--- src/pkg/fwd_pkg.sv ---
`default_nettype none
package fwd_pkg;
  localparam int ADDR_W = 24;
  localparam int PADDR_W = 12;
  // register indices; byte address is four times the index
  localparam logic [7:0] CEIL_IDX = 8'h69;
  localparam logic [7:0] XCTL_IDX = 8'h70;
  localparam logic [7:0] STAT_IDX = 8'h71;
  localparam logic [7:0] CEIL_RESET = 8'h02;
  localparam logic [7:0] CEIL_WMASK = 8'hfe;
  localparam logic [7:0] XCTL_RESET = 8'h00;
  localparam logic [7:0] XCTL_WMASK = 8'h40;
  // field positions
  localparam int CEIL_LSB = 4;
  localparam int LOW_BIOS_EN_BIT = 3;
  localparam int VGA_EN_BIT = 2;
  localparam int MID_EN_BIT = 1;
  localparam int BIOS_KEEP_BIT = 6;
  localparam int MB_LSB = 20;
  // region bounds
  localparam logic [23:0] MID_LO = 24'h080000;
  localparam logic [23:0] VGA_LO = 24'h0a0000;
  localparam logic [23:0] ROM_LO = 24'h0c0000;
  localparam logic [23:0] LBIOS_LO = 24'h0e0000;
  localparam logic [23:0] UBIOS_LO = 24'h0f0000;
  localparam logic [23:0] EXT_LO = 24'h100000;

  typedef enum logic [2:0] {
    RG_BASE = 3'h0,
    RG_MID = 3'h1,
    RG_VGA = 3'h2,
    RG_ROM = 3'h3,
    RG_LBIOS = 3'h4,
    RG_UBIOS = 3'h5,
    RG_EXT = 3'h6
  } region_t;

  typedef struct packed {
    logic valid;
    logic dma;
    logic [ADDR_W-1:0] addr;
  } cycle_req_t;

  typedef struct packed {
    logic valid;
    logic dma;
    logic forward;
    region_t region;
  } decision_t;
endpackage
`default_nettype wire

--- src/hw/fwd_region_decode.sv ---
`default_nettype none
module fwd_region_decode
  import fwd_pkg::*;
(
  input wire logic [ADDR_W-1:0] addr,
  input wire logic [7:0] ceiling,
  input wire logic bios_keep,
  output logic forward,
  output region_t region
);
  logic below_ceiling;
  logic region_ok;

  always_comb
  begin
    // only the top can be a hole
    below_ceiling = addr[ADDR_W-1:MB_LSB] <= ceiling[7:CEIL_LSB];
    region = RG_EXT;
    region_ok = 1'b1;
    if (addr < MID_LO)
    begin
      region = RG_BASE;
    end
    else if (addr < VGA_LO)
    begin
      region = RG_MID;
      region_ok = ceiling[MID_EN_BIT];
    end
    else if (addr < ROM_LO)
    begin
      region = RG_VGA;
      region_ok = ceiling[VGA_EN_BIT];
    end
    else if (addr < LBIOS_LO)
    begin
      // expansion roms live on isa
      region = RG_ROM;
      region_ok = 1'b0;
    end
    else if (addr < UBIOS_LO)
    begin
      region = RG_LBIOS;
      region_ok = ceiling[LOW_BIOS_EN_BIT] && !bios_keep;
    end
    else if (addr < EXT_LO)
    begin
      region = RG_UBIOS;
    end
    forward = below_ceiling && region_ok;
  end
endmodule
`default_nettype wire

--- src/hw/isa_dma_memory_forward_decode.sv ---
// What this block does
// - bits 7:4 hold ceiling; value n gives n+1 Mbytes.
// - isa/dma memory cycles below ceiling and outside hole go to pci, except c0000-dffff, which always stays on isa.
// - a hole is only recognised as topmost region below 16 Mbytes.
// - bit 3 forwards e0000-effff to pci; clear keeps it on isa.
// - bus chip select bit 6 keeps lower bios on isa always.
// - bit 2 forwards a0000-bffff to pci; clear keeps it on isa.
// - bit 1 forwards 80000-9ffff to pci; clear keeps it on isa.
`default_nettype none
module isa_dma_memory_forward_decode
  import fwd_pkg::*;
#(
  parameter int CNT_W = 16
)
(
  input wire logic pclk,
  input wire logic presetn,
  input wire logic psel,
  input wire logic penable,
  input wire logic pwrite,
  input wire logic [PADDR_W-1:0] paddr,
  input wire logic [31:0] pwdata,
  output logic [31:0] prdata,
  output logic pready,
  output logic pslverr,
  input wire cycle_req_t cycle_req,
  output decision_t decision
);
  if (CNT_W < 1 || CNT_W > 16)
  begin : g_bad_cnt
    $error("CNT_W must lie in 1..16");
  end

  function automatic logic [7:0] reg_index(input logic [PADDR_W-1:0] a);
    return a[PADDR_W-1:2] > 10'h0ff ? 8'h00 : a[9:2];
  endfunction

  function automatic logic mapped(input logic [PADDR_W-1:0] a);
    logic [7:0] i;
    i = reg_index(a);
    return a[PADDR_W-1:10] == '0 && (i == CEIL_IDX || i == XCTL_IDX || i == STAT_IDX);
  endfunction

  logic [7:0] ceiling_reg, ceiling_next;
  logic [7:0] xctl_reg, xctl_next;
  logic [31:0] prdata_reg, prdata_next;
  logic pready_reg, pready_next;
  logic pslverr_reg, pslverr_next;
  logic [CNT_W-1:0] fwd_cnt_reg, fwd_cnt_next;
  logic [CNT_W-1:0] isa_cnt_reg, isa_cnt_next;
  decision_t decision_reg, decision_next;
  logic dec_forward;
  region_t dec_region;
  logic wr_take;
  logic [31:0] status_word;

  fwd_region_decode u_decode (
    .addr(cycle_req.addr),
    .ceiling(ceiling_reg),
    .bios_keep(xctl_reg[BIOS_KEEP_BIT]),
    .forward(dec_forward),
    .region(dec_region)
  );

  always_comb
  begin
    status_word = '0;
    status_word[CNT_W-1:0] = fwd_cnt_reg;
    status_word[16 +: CNT_W] = isa_cnt_reg;
  end

  // apb: answer prepared in setup, ready in the first access cycle
  always_comb
  begin
    pready_next = psel && !penable;
    pslverr_next = 1'b0;
    prdata_next = prdata_reg;
    if (psel && !penable)
    begin
      pslverr_next = !mapped(paddr);
      prdata_next = '0;
      if (!pwrite && mapped(paddr))
      begin
        unique case (reg_index(paddr))
          CEIL_IDX: prdata_next = {24'h000000, ceiling_reg};
          XCTL_IDX: prdata_next = {24'h000000, xctl_reg};
          default: prdata_next = status_word;
        endcase
      end
    end
  end

  assign wr_take = psel && penable && pready_reg && pwrite && !pslverr_reg;

  always_comb
  begin
    ceiling_next = ceiling_reg;
    xctl_next = xctl_reg;
    if (wr_take && reg_index(paddr) == CEIL_IDX)
    begin
      // ceiling field writable; bit 0 reserved
      ceiling_next = pwdata[7:0] & CEIL_WMASK;
    end
    if (wr_take && reg_index(paddr) == XCTL_IDX)
    begin
      xctl_next = pwdata[7:0] & XCTL_WMASK;
    end
  end

  // one-cycle decision; counters wrap, software takes differences
  always_comb
  begin
    decision_next = '0;
    fwd_cnt_next = fwd_cnt_reg;
    isa_cnt_next = isa_cnt_reg;
    if (cycle_req.valid)
    begin
      decision_next.valid = 1'b1;
      decision_next.dma = cycle_req.dma;
      decision_next.forward = dec_forward;
      decision_next.region = dec_region;
      if (dec_forward)
      begin
        fwd_cnt_next = fwd_cnt_reg + 1'b1;
      end
      else
      begin
        isa_cnt_next = isa_cnt_reg + 1'b1;
      end
    end
  end

  always_ff @(posedge pclk or negedge presetn)
  begin
    if (!presetn)
    begin
      ceiling_reg <= CEIL_RESET;
      xctl_reg <= XCTL_RESET;
    end
    else
    begin
      ceiling_reg <= ceiling_next;
      xctl_reg <= xctl_next;
    end
  end

  always_ff @(posedge pclk or negedge presetn)
  begin
    if (!presetn)
    begin
      prdata_reg <= '0;
      pready_reg <= 1'b0;
      pslverr_reg <= 1'b0;
    end
    else
    begin
      prdata_reg <= prdata_next;
      pready_reg <= pready_next;
      pslverr_reg <= pslverr_next;
    end
  end

  always_ff @(posedge pclk or negedge presetn)
  begin
    if (!presetn)
    begin
      fwd_cnt_reg <= '0;
      isa_cnt_reg <= '0;
      decision_reg <= '0;
    end
    else
    begin
      fwd_cnt_reg <= fwd_cnt_next;
      isa_cnt_reg <= isa_cnt_next;
      decision_reg <= decision_next;
    end
  end

  assign prdata = prdata_reg;
  assign pready = pready_reg;
  assign pslverr = pslverr_reg;
  assign decision = decision_reg;
endmodule
`default_nettype wire

--- config.mk ---
export PLATFORM = sky130hd
export DESIGN_NAME = isa_dma_memory_forward_decode
export DESIGN_NICKNAME = d
export VERILOG_FILES = /design/src/pkg/fwd_pkg.sv /design/src/hw/fwd_region_decode.sv /design/src/hw/isa_dma_memory_forward_decode.sv
export SDC_FILE = /design/constraint.sdc
export NUM_CORES = 1
export LEC_CHECK = 0
export ABC_AREA = 1
export CAP_MARGIN = 25
export CORE_MARGIN = 1
export CORE_UTILIZATION = 35
export CTS_BUF_LIST = sky130_fd_sc_hd__clkbuf_16
export DETAILED_ROUTE_END_ITERATION = 8
export DONT_BUFFER_PORTS = 1
export GPL_TIMING_DRIVEN = 1
export SYNTH_ARGS = -nofsm -noshare
export SYNTH_HDL_FRONTEND = slang
export SYNTH_SLANG_ARGS = --single-unit
--- constraint.sdc ---
create_clock -name pclk -period 3.3 [get_ports pclk]
set_input_delay 0.495 -clock pclk [delete_from_list [all_inputs] [get_ports pclk]]
set_output_delay 0.495 -clock pclk [all_outputs]
set_load 0.03 [all_outputs]
# Yosys cells after proc, flatten, opt, wreduce, memory -nomap -nowiden

Cells that the tools add are included.

Register bits: 80
Input bits: 75
Output and inout port bits: 40
Logic and storage cells: 62

Add/subtract/negate cells: 2
Order comparisons: 8
Eq/ne operators: 3
Multiplexer cells: 16
Bitwise logic cells: 1
Reduce and logical (&&, ||, !) cells: 21

Operator list:

| cell                  | count |
|---|---|
| $lt 24x20->1 const B  | 5 |
| $pmux 32 s2           | 1 |
| $add 16x1->16 const B | 2 |
| $mux 32               | 1 |
| $eq 8x7->1 const B    | 3 |
| $lt 24x21->1 const B  | 1 |
| $mux 3                | 5 |
| $logic_and 1x1->1     | 11 |
| $gt 10x8->1 const B   | 1 |
| $mux 8                | 1 |
| $mux 1                | 6 |
| $mux 6                | 1 |
| $logic_not 1->1       | 5 |
| $le 4x4->1            | 1 |
| $reduce_and 2->1      | 2 |
| $logic_not 2->1       | 1 |
| $logic_or 1x1->1      | 2 |
| $mux 2                | 1 |
| $not 1->1             | 1 |

# Longest topological paths before layout

Gate-level depths: netlist of run 1.

Depth after elaboration: 10
Gate-level depth with buffers: 11
Mapped depth without buffers: 10

# By module

Synthesis of run 1 repeated with hierarchy kept, for this count alone.

Cells, all modules: 519
Area, all modules: 4132.7 µm²

Modules (own cells, without submodules):

| module                        | times used | cells each | area each (µm²) | sequential area each (µm²) |
|---|---|---|---|---|
| isa_dma_memory_forward_decode | 1          | 474        | 3902.5          | 2003.2 |
| fwd_region_decode             | 1          | 45         | 230.2           | 0.0 |

# Worst setup path before layout of run 1

No wires, ideal clock.

Kind: input port to flip-flop
Start point: input port cycle_req[23] (netlist bit)
End point: register isa_cnt_reg[11]
Setup time: 0.117 ns
Data arrival time: 1.648 ns
Data required time: 3.183 ns
Slack: 1.535 ns
Stages on the path: 7
Path buffers: 1
Cell sequence: ha_1 -> nand2_1 -> o21ai_2 -> nand2_4 -> buf_4 -> nand3_1 -> nand2_1

Cells in the longest elaborated chain, start to end: 9
Elaborated cells between the ends (all ways): 14
Those cells by class: 6 x order compare; 5 x mux; 1 x bitwise; 2 x reduce/logical

RTL lines:

| item                                | RTL line                             | text |
|---|---|---|
| start: declaration                  | isa_dma_memory_forward_decode.sv:26  | `input wire cycle_req_t cycle_req,` |
| $lt 24x20->1                        | fwd_region_decode.sv:40              | `else if (addr < UBIOS_LO)` |
| $mux 1                              | fwd_region_decode.sv:40              |  |
| $mux 1                              | fwd_region_decode.sv:34              | `else if (addr < LBIOS_LO)` |
| $mux 1                              | fwd_region_decode.sv:29              | `else if (addr < ROM_LO)` |
| $mux 1                              | fwd_region_decode.sv:24              | `else if (addr < VGA_LO)` |
| $mux 1                              | fwd_region_decode.sv:20              | `if (addr < MID_LO)` |
| $logic_and 1x1->1 *                 | fwd_region_decode.sv:49              | `forward = below_ceiling && region_ok;` |
| $not 1->1 (no source line) *        | n/a                                  |  |
| $reduce_and 2->1 (no source line) * | n/a                                  |  |
| end signal: assignment              | isa_dma_memory_forward_decode.sv:174 | `isa_cnt_reg <= isa_cnt_next;` |
| end: declaration                    | isa_dma_memory_forward_decode.sv:50  | `logic [CNT_W-1:0] isa_cnt_reg, isa_cnt_next;` |

Every way passes the cells marked *; elsewhere a longest branch is shown, timed or not.
A chain may end at the register's enable or synchronous reset.

# Worst setup path in the final report of run 1

Start point: register ceiling_reg[7]
End point: register isa_cnt_reg[7]

Cells in the longest elaborated chain, start to end: 4

RTL lines:

| item                              | RTL line                             | text |
|---|---|---|
| start: declaration                | isa_dma_memory_forward_decode.sv:44  | `logic [7:0] ceiling_reg, ceiling_next;` |
| start signal: assignment          | isa_dma_memory_forward_decode.sv:142 | `ceiling_reg <= ceiling_next;` |
| $le 4x4->1                        | fwd_region_decode.sv:17              | `below_ceiling = addr[ADDR_W-1:MB_LSB] <= ceiling[7:CEIL_LSB];` |
| $logic_and 1x1->1                 | fwd_region_decode.sv:49              |  |
| $not 1->1 (no source line)        | n/a                                  |  |
| $reduce_and 2->1 (no source line) | n/a                                  |  |

Every way passes these cells.

==> results.json, run 1 <==
{
  "via_per_inst": 4.99,
  "finClkSkew_ns": 0.00558,
  "synthToLayoutAreaGrowth_pct": 9.88,
  "dieArea_um2": 13000,
  "max_freq_mhz": 496,
  "path_buf_inv": 1,
  "clock_latency_ns": 0.33,
  "ir_drop_mv": 0.273,
  "post_cts_buffers": 0,
  "dp_hpwl_um": 7000,
  "tightestPinTransition_ns": 0.642,
  "clock_sinks": 80,
  "cp_top_family": "simple AND/OR/NAND/NOR gates",
  "drcViolationCount": 0,
  "wl_per_cell_um": 14.0,
  "antenna_found_initial": 0,
  "firstDrtPassIters": 4,
  "grt_pass1_wl_um": 17100,
  "dr_wl_met2_um": 4450,
  "ant_nets": 0,
  "ys_ff_latch": 80,
  "wl_met3_um": 727,
  "largest_reg_flops": 32,
  "cpPeakStageDelay_ns": 0.54,
  "total_leakage_power_nw": 2.37,
  "dpl-instance-area_um2": 4460,
  "power.total_mw": 2.37,
  "worst_hold_slack_ns": 0.0560,
  "avgSynthCellArea_um2": 7.97,
  "post-route-cell-area_um2": 4810,
  "utilization_pct": 39.8,
  "met1_length_um": 4780,
  "setup_viol": 0,
  "core_um2": 12100,
  "initial_utilization_pct": 36.2,
  "slew_viol_final": 0,
  "dp_slack_ns": 1.19,
  "place_congestion": 0.832,
  "dp.cells": 699,
  "drive_above_1_share_pct": 9.84,
  "cp_max_fo": 17,
  "worstPathRequired_ns": 3.57,
  "max-clock-path-buffers": 2,
  "seq_area_frac_synth_pct": 45.7,
  "rows": 40,
  "hold_class": "input pin to asynchronous set/reset pin",
  "startpoint_type": "flop",
  "drtIter0Drc": 191,
  "syn_area_um2": 4380,
  "slew_headroom_pct": 57.2,
  "fin_setup_tns_ns": 0,
  "outcome": "finished clean",
  "insertedDiodeCount": 0,
  "num_vias": 3576,
  "grt_pass1_vias": 3495,
  "cts_tree": "yes",
  "stdcell_count": 717,
  "worstPathArrival_ns": 2.29,
  "gr-total-overflow": 0,
  "powerDensity_nw_per_um2": 492,
  "synth_cells": 550,
  "period_share_pct": 61.0,
  "grt_max_degree": 80,
  "fin_crit_ns": 2.01,
  "synthArstFlopShare_pct": 100,
  "synth_edf_count": 0,
  "cp-end-kind": "flop",
  "path_cells": "inv_1 -> ha_1 -> nand2_1 -> o21ai_2 -> nand2_4 -> nand2_8 -> nand2_1 -> nand2_1",
  "numCtsBuffers": 9,
  "ys.flop_type": "dfrtp_1",
  "io_buffers": 0,
  "die_w_um": 114,
  "rsz0062_at_grt": "no",
  "cp_slowest_cell": "o21ai_2",
  "worst_path_most_repeated_cell": "nand2_1",
  "h-tree-depth": 3,
  "synthesis.nets": 631,
  "root_buffer": "clkbuf_16",
  "routed.top_layer": "met4",
  "criticalPathCategory": "flop to flop",
  "final_nets": 625,
  "maxCapViolCount": 0,
  "drt-total-wl_um": 10000,
  "grt_use_total_pct": 16.7,
  "ys_types": 37,
  "yosysWarnings": 0,
  "die_h_um": 114,
  "hold_viol_final": 0,
  "fin_ws_ns": 1.29,
  "io_pins": 115,
  "clkTransAtPathRegs_ns": 0.06
}
-- cell type report --
class | instances | area (um^2)
Clock buffer | 9 | 225
Multi-Input combinational cell | 407 | 2080
Sequential cell | 80 | 2000
Fill cell | 1244 | 7300
Timing Repair Buffer | 4 | 52.6
Clock inverter | 7 | 87.6
Inverter | 42 | 160
Tap cell | 168 | 210
-- worst paths after layout --
check                               start        endpoint  slack [ns]  cells past startpoint
setup reg to reg           ceiling_reg[7]  isa_cnt_reg[7]        1.29                      8
max in group asynchronous         presetn  ceiling_reg[1]        2.66                      1
hold / removal                    presetn     decision[3]        0.06                      1
min in group pclk           cycle_req[25]     decision[5]        0.19                      0
setup / recovery           ceiling_reg[7]  isa_cnt_reg[7]        1.29                      8
hold reg to reg            fwd_cnt_reg[5]  fwd_cnt_reg[5]        0.53                      2
-- cells in the mapped netlist (all sizes together) (2+ instances only) --
library cell / number / area (um^2)
a21oi: 5 / 25.0
buf: 16 / 124
clkbuf: 5 / 18.8
dfrtp: 79 / 1980
ha: 6 / 75.1
inv: 42 / 160
nand2: 207 / 851
nand3: 45 / 255
nand4: 51 / 319
nor2: 40 / 194
nor3: 10 / 55.1
o21ai: 19 / 98.8
or2: 2 / 15.0
xnor2: 5 / 43.8
xor2: 14 / 123
-- power by group --
group	internal, mW	switching, mW	total (mW)	leakage [nW]
logic	0.0832	0.138	0.221	1.15
clock network	0.655	0.382	1.04	0.152
registers	1.03	0.0817	1.11	1.07
total	1.77	0.601	2.37	2.37
-- metal layers --
| layer | up-vias | track usage (%) |
|---|---|---|
| met5 | - | 0 |
| met4 | 0 | 5.45 |
| met3 | 7 | 4.14 |
| met2 | 86 | 25.9 |
| met1 | 1698 | 22.9 |
| li1 | 1785 | - |
-- cell families (layout without fill, tap and decap cells) --
| group | Yosys count | after routing | share of synthesized area [%] |
|---|---|---|---|
| adders and majority gates | 6 | 6 | 1.71 |
| xor gates and xnor gates | 19 | 19 | 3.80 |
| DFF | 80 | 80 | 45.7 |
| AOI/OAI and AO/OA | 25 | 25 | 3.00 |
| buffers and inverters | 63 | 62 | 6.91 |
| and+or+nand+nor | 357 | 357 | 38.9 |
-- cells in the final DEF, fill, tap and decap left out, types with 2 or more instances in the layout --
master,n
a21oi_1,5
buf_4,2
bufinv_16,2
clkbuf_16,9
clkinv_1,2
dfrtp_1,79
ha_1,6
inv_1,38
inv_2,4
nand2_1,189
nand2_2,14
nand2_4,3
nand3_1,42
nand3_4,2
nand4_1,51
nor2_1,32
nor2_2,5
nor2_4,2
nor3_1,9
o21ai_0,17
xnor2_1,5
xor2_1,14
-- what timing repair did --
action / 4_1_cts / 5_1_grt
endpoints found under the hold margin: 79 / 0
resized for setup: 0 / 0
hold buffers: 2 / 0
Note: power is estimated with default switching activity, not from simulation.
==> run 2, diff against run 1 <==
==> constraint.sdc (replaced) <==
create_clock -name pclk -period 1.7 [get_ports pclk]
set_input_delay 0.255 -clock pclk [delete_from_list [all_inputs] [get_ports pclk]]
set_output_delay 0.255 -clock pclk [all_outputs]
set_load 0.03 [all_outputs]
==> run 2 against run 1 <==
The flow now finishes with violations (negative hold slack); total power grew 81%; critical path depth up 1; via count up 0.67%; utilization grew 1.1 points; die area did not move; combinational power rose by 120%; clock skew decreased by 0.0022 ns; flip-flop and latch count stayed put; worst hold slack got worse by 0.44 ns; global-route usage grew 0.34 points; sequential share of layout area decreased by 1.1 points; highest routed layer unchanged.
==> results.json, run 2 (synthesis gave the netlist of run 1 again) <==
{
  "cpPeakStageDelay_ns": 0.39,
  "dp_hpwl_um": 7110,
  "fin_crit_ns": 1.62,
  "clock_latency_ns": 0.33,
  "dieArea_um2": 13000,
  "layout_commonest_cell": "nand2_1",
  "drt-total-wl_um": 10300,
  "gr-total-overflow": 0,
  "path_buf_inv": 2,
  "worst_path_most_repeated_cell": "nand2_1",
  "finClkSkew_ns": 0.00343,
  "worst_hold_slack_ns": -0.385,
  "io_pins": 115,
  "dp_slack_ns": 0.0306,
  "numCtsBuffers": 9,
  "hold_viol_final": 80,
  "outcome": "finished, violations left",
  "criticalPathCategory": "flop to flop",
  "cp_top_family": "flip-flops",
  "cp-end-kind": "flop",
  "clock_sinks": 80,
  "max-clock-path-buffers": 2,
  "num_vias": 3600,
  "cp_slowest_cell": "dfrtp_1",
  "final_cell_mix": "nand2_1 (188), dfrtp_1 (79), nand4_1 (51)",
  "tightestPinTransition_ns": 0.396,
  "period_share_pct": 95.3,
  "antenna_found_initial": 0,
  "setup_viol": 0,
  "die_w_um": 114,
  "worstPathArrival_ns": 1.84,
  "ir_drop_mv": 0.540,
  "worstPathRequired_ns": 1.92,
  "total_leakage_power_nw": 2.43,
  "violations": "negative hold slack",
  "startpoint_type": "flop",
  "slew_headroom_pct": 73.5,
  "path_cells": "inv_1 -> ha_4 -> a21oi_2 -> o21ai_2 -> o21ai_4 -> buf_4 -> nand3_4 -> nand2_1 -> nand2_1",
  "grt_pass1_vias": 3541,
  "place_congestion": 0.916,
  "maxCapViolCount": 0,
  "grt_use_total_pct": 17.0,
  "synthToLayoutAreaGrowth_pct": 12.9,
  "drcViolationCount": 0,
  "firstDrtPassIters": 4,
  "initial_utilization_pct": 36.2,
  "core_um2": 12100,
  "largest_reg_flops": 32,
  "cts_tree": "yes",
  "hold_class": "input pin to asynchronous set/reset pin",
  "cp_max_fo": 9,
  "grt_max_degree": 81,
  "grt_pass1_wl_um": 17400,
  "wl_per_cell_um": 14.0,
  "h-tree-depth": 3,
  "rows": 40,
  "io_buffers": 0,
  "clkTransAtPathRegs_ns": 0.05,
  "cts.hold.buffers_added": 2,
  "power.total_mw": 4.30,
  "insertedDiodeCount": 0,
  "max_freq_mhz": 617,
  "slew_viol_final": 0,
  "fin_ws_ns": 0.0803,
  "drtIter0Drc": 258,
  "drive_above_1_share_pct": 13.8,
  "powerDensity_nw_per_um2": 869,
  "via_per_inst": 4.92,
  "ant_nets": 0,
  "die_h_um": 114,
  "final_nets": 641,
  "root_buffer": "clkbuf_16"
}
## run 2: repair_timing
action,in CTS,in global routing
setup buffers,0,2
setup endpoints to repair,0,32
endpoints found under the hold margin,82,80
resized for setup,0,11
## run 2: per-layer routing
metal	GRT usage, %	vias up	wire length, um
met3	4.46	14	643
met5	0	-	0
met1	23.1	1684	4970
met2	26.3	77	4490
li1	-	1825	-
met4	6.23	0	176
## run 2: worst reg2reg max path, cell delays in order (launching register included)
cell	delay, ns
dfrtp_1	0.39
inv_1	0.11
ha_4	0.21
a21oi_2	0.15
o21ai_2	0.09
o21ai_4	0.10
buf_4	0.17
nand3_4	0.15
nand2_1	0.11
nand2_1	0.05
## run 2: final timing paths
kind | startpoint | to | slack (ns) | depth (start not counted)
min in group pclk | cycle_req[24] | decision[4] | 0.02 | 2
max reg2reg | ceiling_reg[7] | fwd_cnt_reg[1] | 0.08 | 9
max in group asynchronous | presetn | ceiling_reg[1] | 1.89 | 0
min reg2reg | isa_cnt_reg[15] | isa_cnt_reg[15] | 0.54 | 2
max | ceiling_reg[7] | fwd_cnt_reg[1] | 0.08 | 9
min | presetn | decision[3] | -0.39 | 0
## run 2: final cells by class
type                    count  area, um^2
well taps                 168         210
repair buffers             19         178
flip-flops and latches     80        2000
multi-input cells         408        2140
fillers                  1250        7160
clock inverters             6        30.0
inverters                  42         160
clock buffers               9         225
## run 2: report_power, final
| part | internal [mW] | switching [mW] | total (mW) |
|---|---|---|---|
| Combinational | 0.209 | 0.286 | 0.495 |
| Clock | 0.960 | 0.716 | 1.68 |
| Sequential | 2.00 | 0.129 | 2.13 |
| Total | 3.17 | 1.13 | 4.30 |
## run 2: metrics by stage
stage / setup TNS (ns) / area (um^2) / util, % / std cells
after floorplan: 0 / 4380 / - / 550
after global placement: 0 / 4570 / 37.7 / 711
after detailed placement: 0 / 4570 / 37.7 / 711
after CTS: 0 / 4840 / 40.0 / 728
after global routing: -0.00482 / 4950 / 40.9 / 732
final: 0 / 4950 / 40.9 / 732
==> run 3, diff against run 2 <==
==> constraint.sdc (replaced) <==
create_clock -name pclk -period 1.7 [get_ports pclk]
set_input_delay 0.34 -clock pclk [delete_from_list [all_inputs] [get_ports pclk]]
set_output_delay 0.34 -clock pclk [all_outputs]
set_load 0.03 [all_outputs]
==> run 3 against run 2 <==
The run still ends with negative hold slack left; first-iteration DRC count down 4.7%; non-clock buffer count unchanged; largest power group unchanged; clock skew grew 0.0012 ns; sequential power about the same; routed wire length grew 3.8%; critical path type unchanged; sequential share of layout area fell by 0.30 points.
==> results.json, run 3 (synthesis gave the netlist of run 1 again) <==
{
  "dp.cells": 713,
  "ir_drop_mv": 0.449,
  "grt_max_degree": 81,
  "insertedDiodeCount": 0,
  "finClkSkew_ns": 0.00467,
  "slew_headroom_pct": 73.8,
  "drive_above_1_share_pct": 14.1,
  "cp-end-kind": "flop",
  "largest_reg_flops": 32,
  "nFillCells": 1226,
  "clkTransAtPathRegs_ns": 0.06,
  "stdcell_count": 734,
  "drtIter0Drc": 246,
  "tightestPinTransition_ns": 0.393,
  "worstPathRequired_ns": 1.93,
  "startpoint_type": "flop",
  "clock_sinks": 80,
  "via_per_inst": 4.99,
  "utilization_pct": 41.2,
  "grt_use_total_pct": 16.7,
  "total_leakage_power_nw": 2.45,
  "layout_commonest_cell": "nand2_1",
  "num_vias": 3664,
  "r2r_slack_ns": 0.02,
  "core_um2": 12100,
  "violations": "negative hold slack",
  "fin_crit_ns": 1.68,
  "place_congestion": 0.896,
  "reg2reg_to": "isa_cnt_reg[4]",
  "period_share_pct": 98.8,
  "initial_utilization_pct": 36.2,
  "rows": 40,
  "worst_hold_slack_ns": -0.303,
  "gr-total-overflow": 0,
  "powerDensity_nw_per_um2": 873,
  "power.total_mw": 4.36,
  "clock_latency_ns": 0.34,
  "max-clock-path-buffers": 2,
  "setup_viol": 0,
  "drt-total-wl_um": 10700,
  "reg2reg_depth": 10,
  "die_w_um": 114,
  "wl_per_cell_um": 14.5,
  "maxCapViolCount": 0,
  "slew_viol_final": 0,
  "cp_max_fo": 8,
  "final_cell_mix": "nand2_1 (188), dfrtp_1 (79), nand4_1 (51)",
  "die_h_um": 114,
  "criticalPathCategory": "flop to flop",
  "io_buffers": 0,
  "numCtsBuffers": 9,
  "drcViolationCount": 0,
  "h-tree-depth": 3,
  "dp_hpwl_um": 7230,
  "grt_pass1_wl_um": 17100,
  "final_nets": 642,
  "synthToLayoutAreaGrowth_pct": 13.8,
  "cts_tree": "yes",
  "rr_startpoint": "ceiling_reg[5]",
  "dieArea_um2": 13000,
  "max_freq_mhz": 595,
  "hold_class": "input pin to asynchronous set/reset pin",
  "firstDrtPassIters": 4,
  "grt_pass1_vias": 3395,
  "outcome": "finished, violations left",
  "antenna_found_initial": 0,
  "hold_viol_final": 80,
  "ant_nets": 0,
  "worstPathArrival_ns": 1.91,
  "root_buffer": "clkbuf_16",
  "io_pins": 115
}
## run 3: how the worst max path moves through the flow
stage              startpoint         endpoint  slack [ns]  cells after the start
2_1_floorplan  ceiling_reg[7]  isa_cnt_reg[11]        0.06                      8
3_3_place_gp   ceiling_reg[7]  fwd_cnt_reg[12]        0.04                      8
3_5_place_dp   ceiling_reg[7]   fwd_cnt_reg[5]        0.01                      8
4_1_cts        ceiling_reg[7]   fwd_cnt_reg[8]       0.004                      8
5_1_grt        ceiling_reg[5]   isa_cnt_reg[3]       -0.07                     10
6_report       ceiling_reg[5]   isa_cnt_reg[4]        0.02                     10
## run 3: where the power goes
part           total [mW]  internal, mW  switching [mW]
Combinational       0.504         0.214           0.291
Sequential           2.13          2.00           0.129
Clock                1.72         0.974           0.751
Total                4.36          3.19            1.17
## run 3: worst max-delay path, cell delays in order (launching register included)
cell       delay, ns
dfrtp_1         0.38
inv_1           0.12
ha_4            0.22
a21oi_2         0.14
o21ai_2         0.09
o21ai_4         0.07
buf_12          0.15
nand2_8         0.09
clkbuf_16       0.18
nand3_1         0.07
nand2_1         0.06
## run 3: per-layer routing
| layer | share of wire [%] | track usage, % | wire length [um] | vias up |
|---|---|---|---|---|
| met5 | 0 | 0 | 0 | - |
| met4 | 1.8 | 6.32 | 189 | 0 |
| met3 | 7.0 | 4.36 | 744 | 13 |
| met2 | 44 | 24.6 | 4720 | 105 |
| met1 | 47 | 23.5 | 5010 | 1718 |
| li1 | - | - | - | 1828 |
## run 3: layout make-up
class | instances | area [um^2] | share of cell area [%]
sequential | 80 | 2000 | 40.2
tap | 168 | 210 | 4.22
multi-input combinational | 409 | 2160 | 43.3
timing repair buffer | 19 | 189 | 3.79
clock inverter | 7 | 38.8 | 0.778
inverter | 42 | 160 | 3.21
clock buffer | 9 | 225 | 4.52
## run 3: metrics by stage
stage / hold slack, ns / setup WS, ns / TNS, ns / instance area, um^2
2_1_floorplan: 0.0444 / 0.0617 / 0 / 4380
3_3_place_gp: 0.0467 / 0.0415 / 0 / 4580
3_5_place_dp: 0.0466 / 0.00987 / 0 / 4580
4_1_cts: -0.318 / 0.00366 / 0 / 4850
5_1_grt: -0.322 / -0.0672 / -1.00 / 4990
6_report: -0.303 / 0.0203 / 0 / 4990
## run 3: repair_timing
action                                  CTS  global route
resized for setup                         0            12
endpoints found under the setup margin    0            33
endpoints found under the hold margin    80            80
buffers inserted                          0             2
